`config.mk`:
```
export PLATFORM = sky130hd
export DESIGN_NAME = hbridge_config_status_regs
export DESIGN_NICKNAME = d
export VERILOG_FILES = /design/src/hbridge_config_status_regs.v
export VERILOG_INCLUDE_DIRS = /design/src /design/src/src
export SDC_FILE = /design/constraint.sdc
export NUM_CORES = 1
export LEC_CHECK = 0
export ABC_CLOCK_PERIOD_IN_PS = 3000
export BUFFER_PORTS_ARGS = -buffer_cell sky130_fd_sc_hd__buf_2
export CAP_MARGIN = 20
export CORE_MARGIN = 2
export CORE_UTILIZATION = 55
export CTS_BUF_LIST = sky130_fd_sc_hd__clkbuf_16
export DETAILED_ROUTE_END_ITERATION = 10
export GPL_ROUTABILITY_DRIVEN = 0
export PLACE_DENSITY = 0.77
export SETUP_SLACK_MARGIN = 0.05
export SYNTH_ARGS = -nofsm -noshare
export SYNTH_HDL_FRONTEND = slang
export SYNTH_SLANG_ARGS = --single-unit
export TNS_END_PERCENT = 50
```
`constraint.sdc`:
```
create_clock -name ref_clk -period 3 [get_ports ref_clk]
set_clock_uncertainty 0.15 [all_clocks]
set_input_delay 0.3 -clock ref_clk [delete_from_list [all_inputs] [get_ports ref_clk]]
set_output_delay 0.3 -clock ref_clk [all_outputs]
set_load 0.05 [all_outputs]
```
`src/hbridge_regs_defines.vh`:
```
/*
  Register map, field positions, reset values and timing figures for the
  H-bridge configuration and status register bank.
  Assumes a 40 MHz internal clock and a 16-bit serial command word.
*/
`ifndef HBRIDGE_REGS_DEFINES_VH
`define HBRIDGE_REGS_DEFINES_VH

// register addresses (5-bit serial address field)
`define ADDR_FAULT_SUMMARY 5'h00
`define ADDR_HB_DIAG 5'h01
`define ADDR_DRIVE_MODE 5'h02
`define ADDR_PROT_POLICY 5'h03
`define ADDR_LOCK_DRIVE 5'h04
`define ADDR_LOAD_LIMIT 5'h05

// reset values
`define RST_DRIVE_MODE 8'h51
`define RST_PROT_POLICY 8'h0C
`define RST_LOCK_DRIVE 8'h40
`define RST_LOAD_LIMIT 8'h08

// lock codes
`define LOCK_CODE_LOCK 3'h3
`define LOCK_CODE_OPEN 3'h4

// bridge mode codes
`define MODE_PHASE_ENABLE_MODE 2'h0
`define MODE_PWM 2'h1
`define MODE_INDEP 2'h2
`define MODE_HIZ 2'h3

// overcurrent policy codes
`define OCP_LATCH 2'h0
`define OCP_RETRY 2'h1
`define OCP_REPORT 2'h2
`define OCP_IGNORE 2'h3

// serial frame layout
`define FRAME_BITS 5'd16
`define CMD_RW_BIT 14
`define CMD_ADDR_HI 13
`define CMD_ADDR_LO 9
`define STATUS_TOP 2'h3

// timing
`define CLK_MHZ 40
`define RETRY_BASE_US 500
`define OL_SHORT_US 300
`define OL_LONG_US 1200

`endif

```
`src/hbridge_config_status_regs.v`:
```
/*
  H-bridge configuration and status register bank with its 16-bit serial
  slave port (mode 1: capture on falling edge, drive on rising edge).
  Assumes fault detector inputs are synchronous to ref_clk; serial pins
  and bridge input pins are asynchronous and are synchronised here.
*/
`timescale 1ns/1ps
`include "hbridge_regs_defines.vh"

// Notes on behaviour
// host writes only addresses two to five
// summary status: global error plus six fault flags
// diagnostic bits 7,6: bridge open load
// diagnostic bits 5,4: bridge current regulating
// diagnostic bits 3..0: per-switch overcurrent
// off-time code bits 7:6, reset 01
// bit 5 selects pins or soft drive
// slew code bits 4:2, reset 100
// bridge mode bits 1:0, reset PWM
// optional regulation and warning error reporting
// thermal shutdown latched or auto recovering
// pump undervoltage fault can be disabled
// overcurrent retry interval, reset 4 ms
// overcurrent policy: latch, retry, report, ignore
// fault clear bit self-clears after write
// lock code 011 freezes drive mode register
// independent mode: per-bridge high impedance bits
// soft drive bits replace input pins
// standby load test bit clears when done
// load test delay 300 us or 1.2 ms
// active load test enable bit
// trip level and regulation disable fields
// command: read bit, address, data byte
// response: status byte then register content
// writes to status registers change nothing
module hbridge_config_status_regs #(
  parameter RETRY_BASE_CYCLES = `RETRY_BASE_US * `CLK_MHZ,
  parameter OL_SHORT_CYCLES = `OL_SHORT_US * `CLK_MHZ,
  parameter OL_LONG_CYCLES = `OL_LONG_US * `CLK_MHZ
) (
  input wire ref_clk, // 40 MHz internal clock
  input wire rst, // synchronous reset, active high
  input wire scs_n_pin, // serial chip select, active low
  input wire sclk_pin, // serial clock
  input wire sdi_pin, // serial data in
  output wire sdo, // serial data out
  output wire sdo_oe_n, // sdo drive enable, low while driving
  input wire in_a_pin, // bridge control input a
  input wire in_b_pin, // bridge control input b
  input wire overheat_warning_in, // overtemperature warning detector
  input wire supply_uv_in, // supply undervoltage detector
  input wire pump_uv_in, // charge pump undervoltage detector
  input wire thermal_in, // overtemperature shutdown detector
  input wire [3:0] overcurrent_in, // h1,l1,h2,l2 overcurrent detectors
  input wire [1:0] open_load_in, // bridge1,bridge2 open load detectors
  input wire [1:0] regulating_in, // bridge1,bridge2 current regulation
  output reg error_output_pin_n, // error output, low on error
  output reg drive_a, // selected bridge control a
  output reg drive_b, // selected bridge control b
  output reg bridge1_hiz, // half bridge 1 high impedance
  output reg bridge2_hiz, // half bridge 2 high impedance
  output reg bridge_fault_off, // protection shutting bridge down
  output reg [1:0] bridge_mode, // bridge input mode
  output reg [1:0] off_time_select, // off-time code
  output reg [2:0] slew_code, // edge rate code
  output reg [1:0] trip_current_level, // trip level code
  output reg [1:0] regulation_enable, // bridge1,bridge2 regulated
  output reg active_load_test_enable // open load check while active
);

  function is_ctrl_addr;
    input [4:0] a;
    begin
      is_ctrl_addr = (a >= `ADDR_DRIVE_MODE) && (a <= `ADDR_LOAD_LIMIT);
    end
  endfunction

  // pin synchronisers: sclk, scs_n, sdi, in_a, in_b
  wire [4:0] pin_raw;
  reg [4:0] pin_s1_q;
  reg [4:0] pin_s2_q;
  reg [4:0] pin_s3_q;
  reg [4:0] pin_f_q;
  wire [4:0] pin_chg;
  assign pin_raw = {in_b_pin, in_a_pin, sdi_pin, scs_n_pin, sclk_pin};

  genvar gi;
  generate
    for (gi = 0; gi < 5; gi = gi + 1) begin : g_sync
      assign pin_chg[gi] = (pin_s2_q[gi] == pin_s3_q[gi]) &&
                           (pin_s3_q[gi] != pin_f_q[gi]);
      always @(posedge ref_clk) begin
        if (rst) begin
          // reset to each pin's idle level so no false edge follows reset
          pin_s1_q[gi] <= (gi == 1);
          pin_s2_q[gi] <= (gi == 1);
          pin_s3_q[gi] <= (gi == 1);
          pin_f_q[gi] <= (gi == 1);
        end else begin
          pin_s1_q[gi] <= pin_raw[gi];
          pin_s2_q[gi] <= pin_s1_q[gi];
          pin_s3_q[gi] <= pin_s2_q[gi];
          if (pin_chg[gi])
            pin_f_q[gi] <= pin_s3_q[gi];
        end
      end
    end
  endgenerate

  wire sclk_rise = pin_chg[0] & pin_s3_q[0];
  wire sclk_fall = pin_chg[0] & ~pin_s3_q[0];
  wire cs_fall = pin_chg[1] & ~pin_s3_q[1];
  wire cs_rise = pin_chg[1] & pin_s3_q[1];
  wire cs_active = ~pin_f_q[1];
  wire sdi_f = pin_f_q[2];

  // register state
  reg [7:0] drive_mode_q;
  reg [7:0] policy_q;
  reg [2:0] lock_q;
  reg [3:0] lock_low_q;
  reg [7:0] load_cfg_q;
  reg otw_q, supply_undervoltage_flag_q, pump_undervoltage_flag_q, tsd_q;
  reg [3:0] oc_q;
  reg [1:0] ol_q;
  reg [1:0] itrip_q;
  reg global_q;

  // serial engine
  reg [15:0] in_sh_q;
  reg [15:0] out_sh_q;
  reg [4:0] bit_cnt_q;
  reg sdo_q;

  wire [7:0] status_byte = {`STATUS_TOP, otw_q, supply_undervoltage_flag_q, pump_undervoltage_flag_q, |oc_q,
                            tsd_q, |ol_q};
  wire [7:0] fault_reg = {1'b0, global_q, otw_q, supply_undervoltage_flag_q, pump_undervoltage_flag_q, |oc_q,
                          tsd_q, |ol_q};
  wire [7:0] diag_reg = {ol_q, itrip_q, oc_q};
  wire [7:0] lock_reg = {1'b0, lock_q, lock_low_q};

  // address bits of the command byte, read before the eighth shift lands
  wire [4:0] rd_addr = in_sh_q[4:0];
  reg [7:0] rd_data;
  always @* begin
    case (rd_addr)
      `ADDR_FAULT_SUMMARY: rd_data = fault_reg;
      `ADDR_HB_DIAG: rd_data = diag_reg;
      `ADDR_DRIVE_MODE: rd_data = drive_mode_q;
      `ADDR_PROT_POLICY: rd_data = policy_q;
      `ADDR_LOCK_DRIVE: rd_data = lock_reg;
      `ADDR_LOAD_LIMIT: rd_data = load_cfg_q;
      default: rd_data = 8'h00;
    endcase
  end

  always @(posedge ref_clk) begin
    if (rst) begin
      in_sh_q <= 16'h0000;
      out_sh_q <= 16'h0000;
      bit_cnt_q <= 5'd0;
      sdo_q <= 1'b0;
    end else if (cs_fall) begin
      out_sh_q <= {status_byte, 8'h00};
      bit_cnt_q <= 5'd0;
    end else if (cs_active) begin
      if (sclk_rise) begin
        sdo_q <= out_sh_q[15];
        out_sh_q <= {out_sh_q[14:0], 1'b0};
      end
      if (sclk_fall) begin
        in_sh_q <= {in_sh_q[14:0], sdi_f};
        if (bit_cnt_q != 5'd31)
          bit_cnt_q <= bit_cnt_q + 5'd1;
        if (bit_cnt_q == 5'd7)
          out_sh_q[15:8] <= rd_data;
      end
    end
  end

  assign sdo = sdo_q;
  assign sdo_oe_n = ~cs_active;

  // frame commit at chip-select release; wrong length frames are dropped
  wire frame_ok = cs_rise && (bit_cnt_q == `FRAME_BITS);
  wire [4:0] wr_addr = in_sh_q[`CMD_ADDR_HI:`CMD_ADDR_LO];
  wire wr_en = frame_ok && !in_sh_q[`CMD_RW_BIT] &&
               is_ctrl_addr(wr_addr);
  wire [7:0] wr_data = in_sh_q[7:0];
  wire locked = (lock_q == `LOCK_CODE_LOCK);
  wire clr_pulse = wr_en && (wr_addr == `ADDR_LOCK_DRIVE) &&
                   wr_data[7];

  // open load test and overcurrent retry timing
  reg [17:0] ol_cnt_q;
  reg [17:0] retry_cnt_q;
  wire [17:0] ol_target = load_cfg_q[5] ? OL_LONG_CYCLES[17:0] :
                          OL_SHORT_CYCLES[17:0];
  wire ol_done = load_cfg_q[6] && (ol_cnt_q >= ol_target - 18'd1);
  wire [17:0] retry_target = RETRY_BASE_CYCLES[17:0] << policy_q[3:2];
  wire retry_done = (policy_q[1:0] == `OCP_RETRY) && (|oc_q) &&
                    (retry_cnt_q >= retry_target - 18'd1);

  always @(posedge ref_clk) begin
    if (rst) begin
      drive_mode_q <= `RST_DRIVE_MODE;
      policy_q <= `RST_PROT_POLICY;
      lock_q <= `LOCK_CODE_OPEN;
      lock_low_q <= 4'h0;
      load_cfg_q <= `RST_LOAD_LIMIT;
    end else begin
      if (wr_en && wr_addr == `ADDR_DRIVE_MODE && !locked)
        drive_mode_q <= wr_data;
      if (wr_en && wr_addr == `ADDR_PROT_POLICY)
        policy_q <= wr_data;
      if (wr_en && wr_addr == `ADDR_LOCK_DRIVE) begin
        lock_q <= wr_data[6:4];
        lock_low_q <= wr_data[3:0];
      end
      if (wr_en && wr_addr == `ADDR_LOAD_LIMIT)
        load_cfg_q <= wr_data;
      else if (ol_done)
        load_cfg_q[6] <= 1'b0;
    end
  end

  always @(posedge ref_clk) begin
    if (rst) begin
      ol_cnt_q <= 18'd0;
      retry_cnt_q <= 18'd0;
    end else begin
      if (load_cfg_q[6] && !ol_done)
        ol_cnt_q <= ol_cnt_q + 18'd1;
      else
        ol_cnt_q <= 18'd0;
      if ((policy_q[1:0] == `OCP_RETRY) && (|oc_q) && !retry_done)
        retry_cnt_q <= retry_cnt_q + 18'd1;
      else
        retry_cnt_q <= 18'd0;
    end
  end

  // fault flags; a new event wins over a clear in the same cycle
  wire [1:0] ol_set = (ol_done || load_cfg_q[4]) ? open_load_in : 2'b00;
  always @(posedge ref_clk) begin
    if (rst) begin
      otw_q <= 1'b0;
      supply_undervoltage_flag_q <= 1'b0;
      pump_undervoltage_flag_q <= 1'b0;
      tsd_q <= 1'b0;
      oc_q <= 4'h0;
      ol_q <= 2'b00;
      itrip_q <= 2'b00;
    end else begin
      otw_q <= overheat_warning_in;
      supply_undervoltage_flag_q <= supply_uv_in;
      pump_undervoltage_flag_q <= pump_uv_in & ~policy_q[4];
      if (policy_q[6])
        tsd_q <= thermal_in;
      else
        tsd_q <= thermal_in | (tsd_q & ~clr_pulse);
      case (policy_q[1:0])
        `OCP_LATCH: oc_q <= overcurrent_in | (oc_q & {4{~clr_pulse}});
        `OCP_RETRY: oc_q <= overcurrent_in |
                            (oc_q & {4{~(clr_pulse | retry_done)}});
        `OCP_REPORT: oc_q <= overcurrent_in;
        default: oc_q <= 4'h0;
      endcase
      ol_q <= ol_set | (ol_q & {2{~clr_pulse}});
      itrip_q <= regulating_in & ~{load_cfg_q[0], load_cfg_q[1]};
    end
  end

  // global error and outputs
  wire global_d = supply_undervoltage_flag_q | pump_undervoltage_flag_q | tsd_q | (|oc_q) | (|ol_q) |
                  (otw_q & policy_q[5]) |
                  ((|itrip_q) & policy_q[7]);
  wire in_a_f = pin_f_q[3];
  wire in_b_f = pin_f_q[4];
  wire [1:0] mode = drive_mode_q[1:0];
  wire oc_act = (|oc_q) && (policy_q[1:0] == `OCP_LATCH ||
                            policy_q[1:0] == `OCP_RETRY);

  always @(posedge ref_clk) begin
    if (rst) begin
      global_q <= 1'b0;
      error_output_pin_n <= 1'b1;
      drive_a <= 1'b0;
      drive_b <= 1'b0;
      bridge1_hiz <= 1'b0;
      bridge2_hiz <= 1'b0;
      bridge_fault_off <= 1'b0;
      bridge_mode <= `MODE_PWM;
      off_time_select <= 2'b01;
      slew_code <= 3'b100;
      trip_current_level <= 2'b10;
      regulation_enable <= 2'b11;
      active_load_test_enable <= 1'b0;
    end else begin
      global_q <= global_d;
      error_output_pin_n <= ~global_d;
      drive_a <= drive_mode_q[5] ? lock_low_q[1] : in_a_f;
      drive_b <= drive_mode_q[5] ? lock_low_q[0] : in_b_f;
      bridge1_hiz <= (mode == `MODE_HIZ) ||
                     (mode == `MODE_INDEP && lock_low_q[3]);
      bridge2_hiz <= (mode == `MODE_HIZ) ||
                     (mode == `MODE_INDEP && lock_low_q[2]);
      bridge_fault_off <= supply_undervoltage_flag_q | pump_undervoltage_flag_q | tsd_q | oc_act;
      bridge_mode <= mode;
      off_time_select <= drive_mode_q[7:6];
      slew_code <= drive_mode_q[4:2];
      trip_current_level <= load_cfg_q[3:2];
      regulation_enable <= ~{load_cfg_q[0], load_cfg_q[1]};
      active_load_test_enable <= load_cfg_q[4];
    end
  end

endmodule // hbridge_config_status_regs

```
==> flow_summary.json, run 1 <==
{
  "syn-num-nets": 783,
  "core_area_um2": 11500,
  "cts_sinks": 147,
  "reg2reg_from": "policy_q[3]$_SDFFE_PP1P_",
  "tightest_slew_ns": 0.806,
  "worst_ep_arrival_time_ns": 2.63,
  "grt.total_usage": 0.244,
  "synth.largest_area_cell": "dfxtp_1",
  "fp-row-count": 39,
  "die_h_um": 112,
  "die_w_um": 112,
  "post_drt_wl_per_cell_um": 15.5,
  "root_buffer": "clkbuf_16",
  "pwr_density_cell_nw_per_um2": 564,
  "crit_family": "adder cells",
  "hpwl_um": 9920,
  "cts_tree": "yes",
  "cts_buffers": 17,
  "grt_pass1_vias": 5235,
  "synth_top_area_frac": 0.455,
  "synth_edf_count": 0,
  "place_inst": 891,
  "rsz0062_at_grt": "no",
  "antenna_cells": 0,
  "dr.pass1.iters": 6,
  "worst_slack_ns": 0.574,
  "io-pin-count": 39,
  "hold_slack_ns": 0.0556,
  "hold_path_class": "in2reg",
  "cpMaxStageDelayCell": "dfxtp_1",
  "mostFrequentLayoutCell": "dfxtp_1",
  "antenna_found_initial": 0,
  "fin_setup_tns_ns": 0,
  "ys_top_cells_by_area": "dfxtp_1 46%, ha_1 6.0%, mux2i_1 5.7%",
  "fin_crit_sh": 0.809,
  "critPathRequiredTime_ns": 3.20,
  "cp.buffers_inverters": 2,
  "final_net_count": 834,
  "synth-seq-cells": 147,
  "crit_path_start_kind": "register",
  "hold_violations": 0,
  "clkTransAtPathRegs_ns": 0.06,
  "crit_chain": "inv_1 > ha_1 > ha_1 > nand2_1 > o21ai_0 > a221oi_1 > nand3_1 > buf_4 > nor2_1",
  "dieArea_um2": 12600,
  "status": "finished, final reports clean",
  "synth_cell_types": 54,
  "area_growth_pct": 16.6,
  "relSlewSlack": 0.461,
  "critical_path_class": "reg2reg",
  "postRouteAntennaNets": 0,
  "drc": 0,
  "fmax_ghz": 0.412,
  "htreeDepth": 4,
  "drive_gt1_frac": 0.117,
  "power.total_mw": 4.25,
  "cpMostUsedCell": "ha_1",
  "layout_common_cells": "147 x dfxtp_1, 89 x nor2_1, 87 x nand2_1",
  "worstSetupStartpoint": "policy_q[3]$_SDFFE_PP1P_",
  "grt_max_degree": 53,
  "yosysWarnings": 0,
  "synthCells": 733,
  "syn_avg_cell_area_um2": 8.82,
  "postSynth.asyncResetShare": 0,
  "routed-via-count": 5404,
  "synth-seq-area-share": 0.455,
  "layout_min_cycle_time_ns": 2.43,
  "syn_area_um2": 6460,
  "finalSetupViolations": 0,
  "instances_no_fill": 940,
  "start_util": 0.564,
  "dpl_worst_slack_ns": 0.633,
  "drt-initial-drc-count": 386,
  "holdCritStartpoint": "rst",
  "report.final.slew_viol_count": 0,
  "io_buffers": 38,
  "cap_viol_max_count": 0,
  "cts_resized": 0,
  "clock_latency_ns": 0.42,
  "grt_pass1_wl_um": 24800,
  "vias_per_cell": 5.75,
  "p_leak_nw": 2.89,
  "cts_buffer_depth": 2,
  "crit_path_max_incr_delay_ns": 0.44,
  "synthFlopType": "dfxtp_1",
  "endpoint_kind": "register",
  "vdd_drop_max_v": 0.000402,
  "drt_wl_total_um": 14600,
  "crit_fanout": 18,
  "overflow": 0
}
report_power, final:
group / switching (mW) / internal (mW) / leakage, nW
clock network: 0.780 / 1.37 / 0.295
registers: 0.0180 / 1.98 / 1.19
logic: 0.0599 / 0.0512 / 1.41
total: 0.858 / 3.39 / 2.89
stage by stage:
step           area (um2)   util
2_1_floorplan        6460      -
3_3_place_gp         6770  0.590
3_5_place_dp         6770  0.590
4_1_cts              7540  0.657
5_1_grt              7540  0.657
6_report             7540  0.657
state kept, by name (all words and copies together) (netlist names), 3 cells and up:
| register | count |
|---|---|
| lock_q | 3 |
| pin_s3_q | 5 |
| oc_q | 4 |
| pin_s2_q | 5 |
| out_sh_q | 8 |
| lock_low_q | 4 |
| in_sh_q | 15 |
| pin_s1_q | 5 |
| retry_cnt_q | 18 |
| drive_mode_q | 8 |
| ol_cnt_q | 18 |
| policy_q | 8 |
| slew_code | 3 |
| load_cfg_q | 8 |
| bit_cnt_q | 5 |
synth_stat cells, drive strengths merged, types with 4 or more instances:
cell,count
mux2,5
a31oi,4
o22ai,5
mux2i,37
nor4,7
a32oi,4
nand2,87
xor2,25
clkbuf,22
a21oi,43
nand3,52
nand4,12
nor3b,6
nor2b,26
dfxtp,147
xnor2,11
o211ai,4
nor2,89
nor3,8
a211oi,7
buf,12
inv,19
ha,31
o21ai,25
a22oi,4
and3,8
or2,7
tightest hold or removal path, cell delays in order:
cell     delay (ns)
buf_2          0.10
nor2b_1        0.06
nand2_1        0.06
o21ai_0        0.06
area by class of cell:
| type | count | area (um2) |
|---|---|---|
| multi-input cells | 533 | 3300 |
| clock inverters | 15 | 173 |
| well taps | 143 | 179 |
| fillers | 917 | 3930 |
| flip-flops and latches | 147 | 2940 |
| clock buffers | 17 | 425 |
| repair buffers | 66 | 443 |
| inverters | 19 | 71.3 |
cells by family after synthesis:
| group | count (synthesis) | synth area share |
|---|---|---|
| AOI/OAI and AO/OA | 105 | 0.0970 |
| xor gates and xnor gates | 36 | 0.0488 |
| adders and majority gates | 31 | 0.0600 |
| buffers and inverters | 53 | 0.0335 |
| DFF | 147 | 0.455 |
| muxes | 42 | 0.0660 |
| other | 1 | 0.000580 |
| and+or+nand+nor | 318 | 0.239 |
final timing paths:
check	endpoint	slack, ns	cells past startpoint
setup / recovery	retry_cnt_q[17]$_SDFF_PP0_	0.57	9
hold / removal	ol_q[1]$_SDFF_PP0_	0.06	4
setup reg to reg	retry_cnt_q[17]$_SDFF_PP0_	0.57	9
hold reg to reg	pin_s2_q[1]$_SDFF_PP1_	0.26	1
per-layer routing:
layer | share of wire | vias to the layer above | track usage
met2 | 0.48 | 180 | 0.394
li1 | - | 2645 | -
met4 | 0.031 | 0 | 0.115
met5 | 0 | - | 0
met3 | 0.055 | 37 | 0.0572
met1 | 0.44 | 2542 | 0.308
repair_timing:
action                                 4_1_cts  5_1_grt
endpoints found under the hold margin       17        0
setup buffers                                0        0
hold buffers                                17        0
Power figures use the tool's default switching activity.
==> inputs of run 2 (changes only) <==
- ABC_CLOCK_PERIOD_IN_PS: 3000 -> 2110
- PLACE_DENSITY: 0.77 -> 0.8
- clock period: 3 -> 2.11 ns (I/O delays scaled with it)
==> run 2 against run 1 <==
  * The run now ends with negative setup slack left
  * Die area stayed put
  * Combinational power grew 51%
  * Global-route usage is 0.95 points higher
  * Routed wire length grew 16%
  * Count of clock-buffer cells in the layout is the same
  * Core utilization grew 5.9 points
  * Critical path depth stayed put
==> flow_summary.json, run 2 (synthesis gave the netlist of run 1 again) <==
{
  "rrSetupSlack_ns": -0.12,
  "io-pin-count": 39,
  "fin_setup_tns_ns": -2.05,
  "core_area_um2": 11500,
  "vdd_drop_max_v": 0.000631,
  "finalSetupViolations": 22,
  "drc": 0,
  "htreeDepth": 4,
  "grt_pass1_vias": 5404,
  "fin_area_um2": 8210,
  "critPathRequiredTime_ns": 2.32,
  "reg_top3": "ol_cnt_q x18, retry_cnt_q x18, in_sh_q x15",
  "dpl_worst_slack_ns": -0.0970,
  "critical_path_class": "reg2reg",
  "layout_common_cells": "140 x dfxtp_1, 84 x nand2_1, 72 x nor2_1",
  "placed_cell_area_um2": 7050,
  "report.final.slew_viol_count": 0,
  "grt_max_degree": 34,
  "status": "finished with violations",
  "fp-row-count": 39,
  "fmax_ghz": 0.448,
  "hold_violations": 0,
  "grt_pass1_wl_um": 25600,
  "seqCellArea_um2": 2960,
  "tightest_slew_ns": 0.608,
  "hpwl_um": 10500,
  "vias_per_cell": 5.84,
  "die_w_um": 112,
  "hold_path_class": "in2reg",
  "grt_util_met2": 0.431,
  "drt_wl_total_um": 16900,
  "fin_crit_sh": 1.06,
  "rsz0062_at_grt": "yes",
  "start_util": 0.564,
  "crit_path_start_kind": "register",
  "area_growth_pct": 27.0,
  "use_met3": 0.0594,
  "die_h_um": 112,
  "cts_sinks": 147,
  "routed-via-count": 5704,
  "post_drt_wl_per_cell_um": 17.4,
  "root_buffer": "clkbuf_16",
  "relSlewSlack": 0.594,
  "clkTransAtPathRegs_ns": 0.06,
  "postRouteAntennaNets": 0,
  "overflow": 0,
  "mostFrequentLayoutCell": "dfxtp_1",
  "dieArea_um2": 12600,
  "hold_slack_ns": 0.0711,
  "grt_most_used_layer": "met2",
  "worst_ep_arrival_time_ns": 2.44,
  "multi_input_area_um2": 3610,
  "layout_min_cycle_time_ns": 2.23,
  "crit_fanout": 6,
  "io_buffers": 38,
  "drive_gt1_frac": 0.215,
  "endpoint_kind": "register",
  "final_net_count": 871,
  "use_met1": 0.308,
  "p_leak_nw": 3.12,
  "drt-initial-drc-count": 519,
  "cap_viol_max_count": 0,
  "antenna_cells": 0,
  "power.total_mw": 5.94,
  "cts_buffer_depth": 2,
  "grt.total_usage": 0.253,
  "cts_tree": "yes",
  "clock_latency_ns": 0.43,
  "pwr_density_cell_nw_per_um2": 724,
  "fillCellCount": 773,
  "worst_slack_ns": -0.124,
  "cts_buffers": 17,
  "antenna_found_initial": 0,
  "violations": "negative setup slack",
  "dr.pass1.iters": 5
}
==> run 2: cell count changes in the layout (fill, tap and decap cells not counted), sizes merged <==
cell,change
bufinv,-1
clkbuf,+2
buf,+35
==> run 2: per-layer routing <==
layer / vias to the layer above / wire [um]
met5: - / 0
met4: 0 / 544
met3: 60 / 1070
met2: 240 / 8410
met1: 2690 / 6920
li1: 2714 / -
==> run 2: final cells by class <==
type,count,share of cell area
Multi-Input combinational cell,533,0.440
Clock buffer,17,0.0518
Inverter,19,0.00960
Tap cell,143,0.0218
Sequential cell,147,0.360
Clock inverter,14,0.0180
Timing Repair Buffer,103,0.0986
==> run 2: final timing paths <==
check	to	depth (start not counted)	start
max reg2reg	retry_cnt_q[15]$_SDFF_PP0_	9	policy_q[2]$_SDFFE_PP1P_
min reg2reg	pin_s2_q[1]$_SDFF_PP1_	1	pin_s1_q[1]$_SDFF_PP1_
min	ol_q[1]$_SDFF_PP0_	4	rst
max	retry_cnt_q[15]$_SDFF_PP0_	9	policy_q[2]$_SDFFE_PP1P_
==> run 2: power breakdown <==
group          total [mW]  switching (mW)  internal [mW]  leakage [nW]
registers            2.83          0.0270           2.81          1.19
clock network        2.94            1.12           1.82         0.283
logic               0.168          0.0920         0.0759          1.64
total                5.94            1.24           4.70          3.12
==> run 2: worst max-delay path, cell delays in order, from the launching register on <==
cell,delay [ns]
dfxtp_4,0.41
inv_4,0.06
ha_4,0.27
ha_4,0.18
nand4_1,0.19
inv_2,0.07
a221oi_4,0.35
nand3_4,0.18
buf_12,0.19
nor2_2,0.12
==> run 2: timing repair <==
action / in CTS / in global routing
hold endpoints to repair: 17 / 0
resized for setup: 8 / 58
setup buffers: 2 / 9
hold buffers: 17 / 0
endpoints found under the setup margin: 51 / 73
pin swaps: 4 / 25
cloned: 0 / 3
==> run 2: through the flow <==
step | utilization | cells
final | 0.716 | 976
after global placement | 0.614 | 914
after floorplan | - | 733
after global routing | 0.716 | 976
after CTS | 0.682 | 964
after detailed placement | 0.614 | 914
==> inputs of run 3 (changes only) <==
- SETUP_SLACK_MARGIN: 0.05 -> unset
==> run 3 against run 2 <==
  * The flow still finishes with violations (negative setup slack)
  * Register-to-register slack worse by 0.13 ns
  * Worst hold slack gained 0.20 ns
  * Cell count rose by 0.10%
  * Via count grew 2.4%
  * Combinational power about the same
  * Power is 5.5% higher
  * Count of clock-buffer cells in the layout is the same
  * Core utilization increased by 0.52 points
  * Global-route usage up 0.37 points
  * First-iteration DRC count increased by 23%
  * Critical path type unchanged
  * Critical endpoint is now retry_cnt_q[9]$_SDFF_PP0_
  * Largest cell class unchanged
  * Highest routed layer unchanged
==> flow_summary.json, run 3 (synthesis gave the netlist of run 1 again) <==
{
  "vias_per_cell": 5.98,
  "p_leak_nw": 3.13,
  "overflow": 0,
  "endpoint_kind": "register",
  "seqPwrFrac": 0.452,
  "fin_crit_sh": 1.12,
  "hold_violations": 0,
  "worst_ep_arrival_time_ns": 2.56,
  "report.final.slew_viol_count": 0,
  "clock_latency_ns": 0.43,
  "hpwl_um": 10600,
  "cpMaxStageDelayCell": "dfxtp_4",
  "internal_power_mw": 4.97,
  "fp-row-count": 39,
  "cts_sinks": 147,
  "mostFrequentLayoutCell": "dfxtp_1",
  "violations": "negative setup slack",
  "clkTransAtPathRegs_ns": 0.06,
  "pwr_density_cell_nw_per_um2": 758,
  "drt-initial-drc-count": 638,
  "cts_tree": "yes",
  "critPathRequiredTime_ns": 2.31,
  "grt_max_degree": 38,
  "antenna_found_initial": 0,
  "layout_common_cells": "143 x dfxtp_1, 85 x nand2_1, 75 x nor2_1",
  "p_sw_mw": 1.30,
  "worst_slack_ns": -0.251,
  "drc": 0,
  "routed-via-count": 5843,
  "fmax_ghz": 0.423,
  "antenna_cells": 0,
  "cts_buffer_depth": 2,
  "post_drt_wl_per_cell_um": 17.6,
  "grt.total_usage": 0.257,
  "dpl_worst_slack_ns": -0.126,
  "crit_path_start_kind": "register",
  "postRouteAntennaNets": 0,
  "finalSetupViolations": 29,
  "drive_gt1_frac": 0.217,
  "power_frac_clock": 0.521,
  "tightest_slew_ns": 0.680,
  "reg_top3": "ol_cnt_q x18, retry_cnt_q x18, in_sh_q x15",
  "final_net_count": 871,
  "utilization": 0.721,
  "crit_chain": "ha_4 > ha_1 > a21oi_1 > o21ai_1 > a221oi_4 > nand3_4 > clkbuf_16 > nor2_2",
  "dieArea_um2": 12600,
  "io-pin-count": 39,
  "layout_min_cycle_time_ns": 2.36,
  "core_area_um2": 11500,
  "io_buffers": 38,
  "grt_pass1_wl_um": 26100,
  "relSlewSlack": 0.543,
  "crit_fanout": 6,
  "area_growth_pct": 28.0,
  "vdd_drop_max_v": 0.000666,
  "die_h_um": 112,
  "pwr-share-comb": 0.027,
  "start_util": 0.564,
  "die_w_um": 112,
  "cts_buffers": 17,
  "rsz0062_at_grt": "yes",
  "drt_wl_total_um": 17200,
  "dr.pass1.iters": 7,
  "swShare": 0.207,
  "cap_viol_max_count": 0,
  "root_buffer": "clkbuf_16",
  "htreeDepth": 4,
  "hold_path_class": "reg2reg",
  "critical_path_class": "reg2reg",
  "grt_pass1_vias": 5600,
  "power.total_mw": 6.27,
  "status": "finished with violations",
  "fillCellCount": 738,
  "crit_path_max_incr_delay_ns": 0.40,
  "hold_slack_ns": 0.266
}
## run 3: changes by cell type in the layout (fill, tap and decap cells not counted), sizes merged
cell / before / now
dlygate4sd3: 17 / 18
bufinv: 3 / 5
clkinv: 7 / 6
clkinvlp: 2 / 3
buf: 84 / 83
inv: 21 / 20
## run 3: routing by layer
layer	vias up	GRT usage	part of all wire
li1	2714	-	-
met1	2721	0.296	0.39
met2	325	0.445	0.50
met3	83	0.0648	0.069
met4	0	0.123	0.049
met5	-	0	0
## run 3: repair_timing
action	4_1_cts	5_1_grt
gates resized for setup	13	55
buffers inserted	0	7
hold buffers	18	0
cloned	0	3
hold endpoints to repair	21	0
pin swaps	6	22
endpoints found under the setup margin	24	59
## run 3: path summary, 6_finish.rpt
check	startpoint	slack, ns	end	cells past startpoint
max	policy_q[3]$_SDFFE_PP1P_	-0.25	retry_cnt_q[9]$_SDFF_PP0_	8
min	pin_s1_q[1]$_SDFF_PP1_	0.27	pin_s2_q[1]$_SDFF_PP1_	1
max reg2reg	policy_q[3]$_SDFFE_PP1P_	-0.25	retry_cnt_q[9]$_SDFF_PP0_	8
min reg2reg	pin_s1_q[1]$_SDFF_PP1_	0.27	pin_s2_q[1]$_SDFF_PP1_	1
## run 3: power groups by stage
stage | sequential (mW) | clock, mW | combinational [mW]
after CTS | 2.83 | 3.28 | 0.164
final | 2.84 | 3.26 | 0.170
after detailed placement | 2.90 | 0 | 0.137
after global routing | 2.84 | 3.42 | 0.181
after global placement | 2.89 | 0 | 0.132
after floorplan | 2.89 | 0 | 0.0839
## run 3: critical path, delay by kind of cell, from the launching register on
kind | cells | cell delay (ns)
DFF | 1 | 0.40
and+or+nand+nor | 2 | 0.34
AOI/OAI and AO/OA | 3 | 0.68
adders and majority gates | 2 | 0.51
buffers and inverters | 1 | 0.20
## run 3: layout make-up
class / count / area [um2] / area share
multi-input cells: 533 / 3610 / 0.436
flip-flops and latches: 147 / 2960 / 0.357
repair buffers: 103 / 807 / 0.0976
clock buffers: 17 / 425 / 0.0514
clock inverters: 15 / 215 / 0.0260
well taps: 143 / 179 / 0.0216
inverters: 19 / 81.3 / 0.00983
## run 3: per-stage QoR
| stage | area, um2 | setup TNS, ns | cells |
|---|---|---|---|
| final | 8270 | -3.87 | 977 |
| after CTS | 7890 | -0.491 | 967 |
| after floorplan | 6490 | -1.55 | 733 |
| after detailed placement | 7020 | -2.08 | 917 |
| after global routing | 8270 | -5.71 | 977 |
| after global placement | 7020 | 0 | 917 |
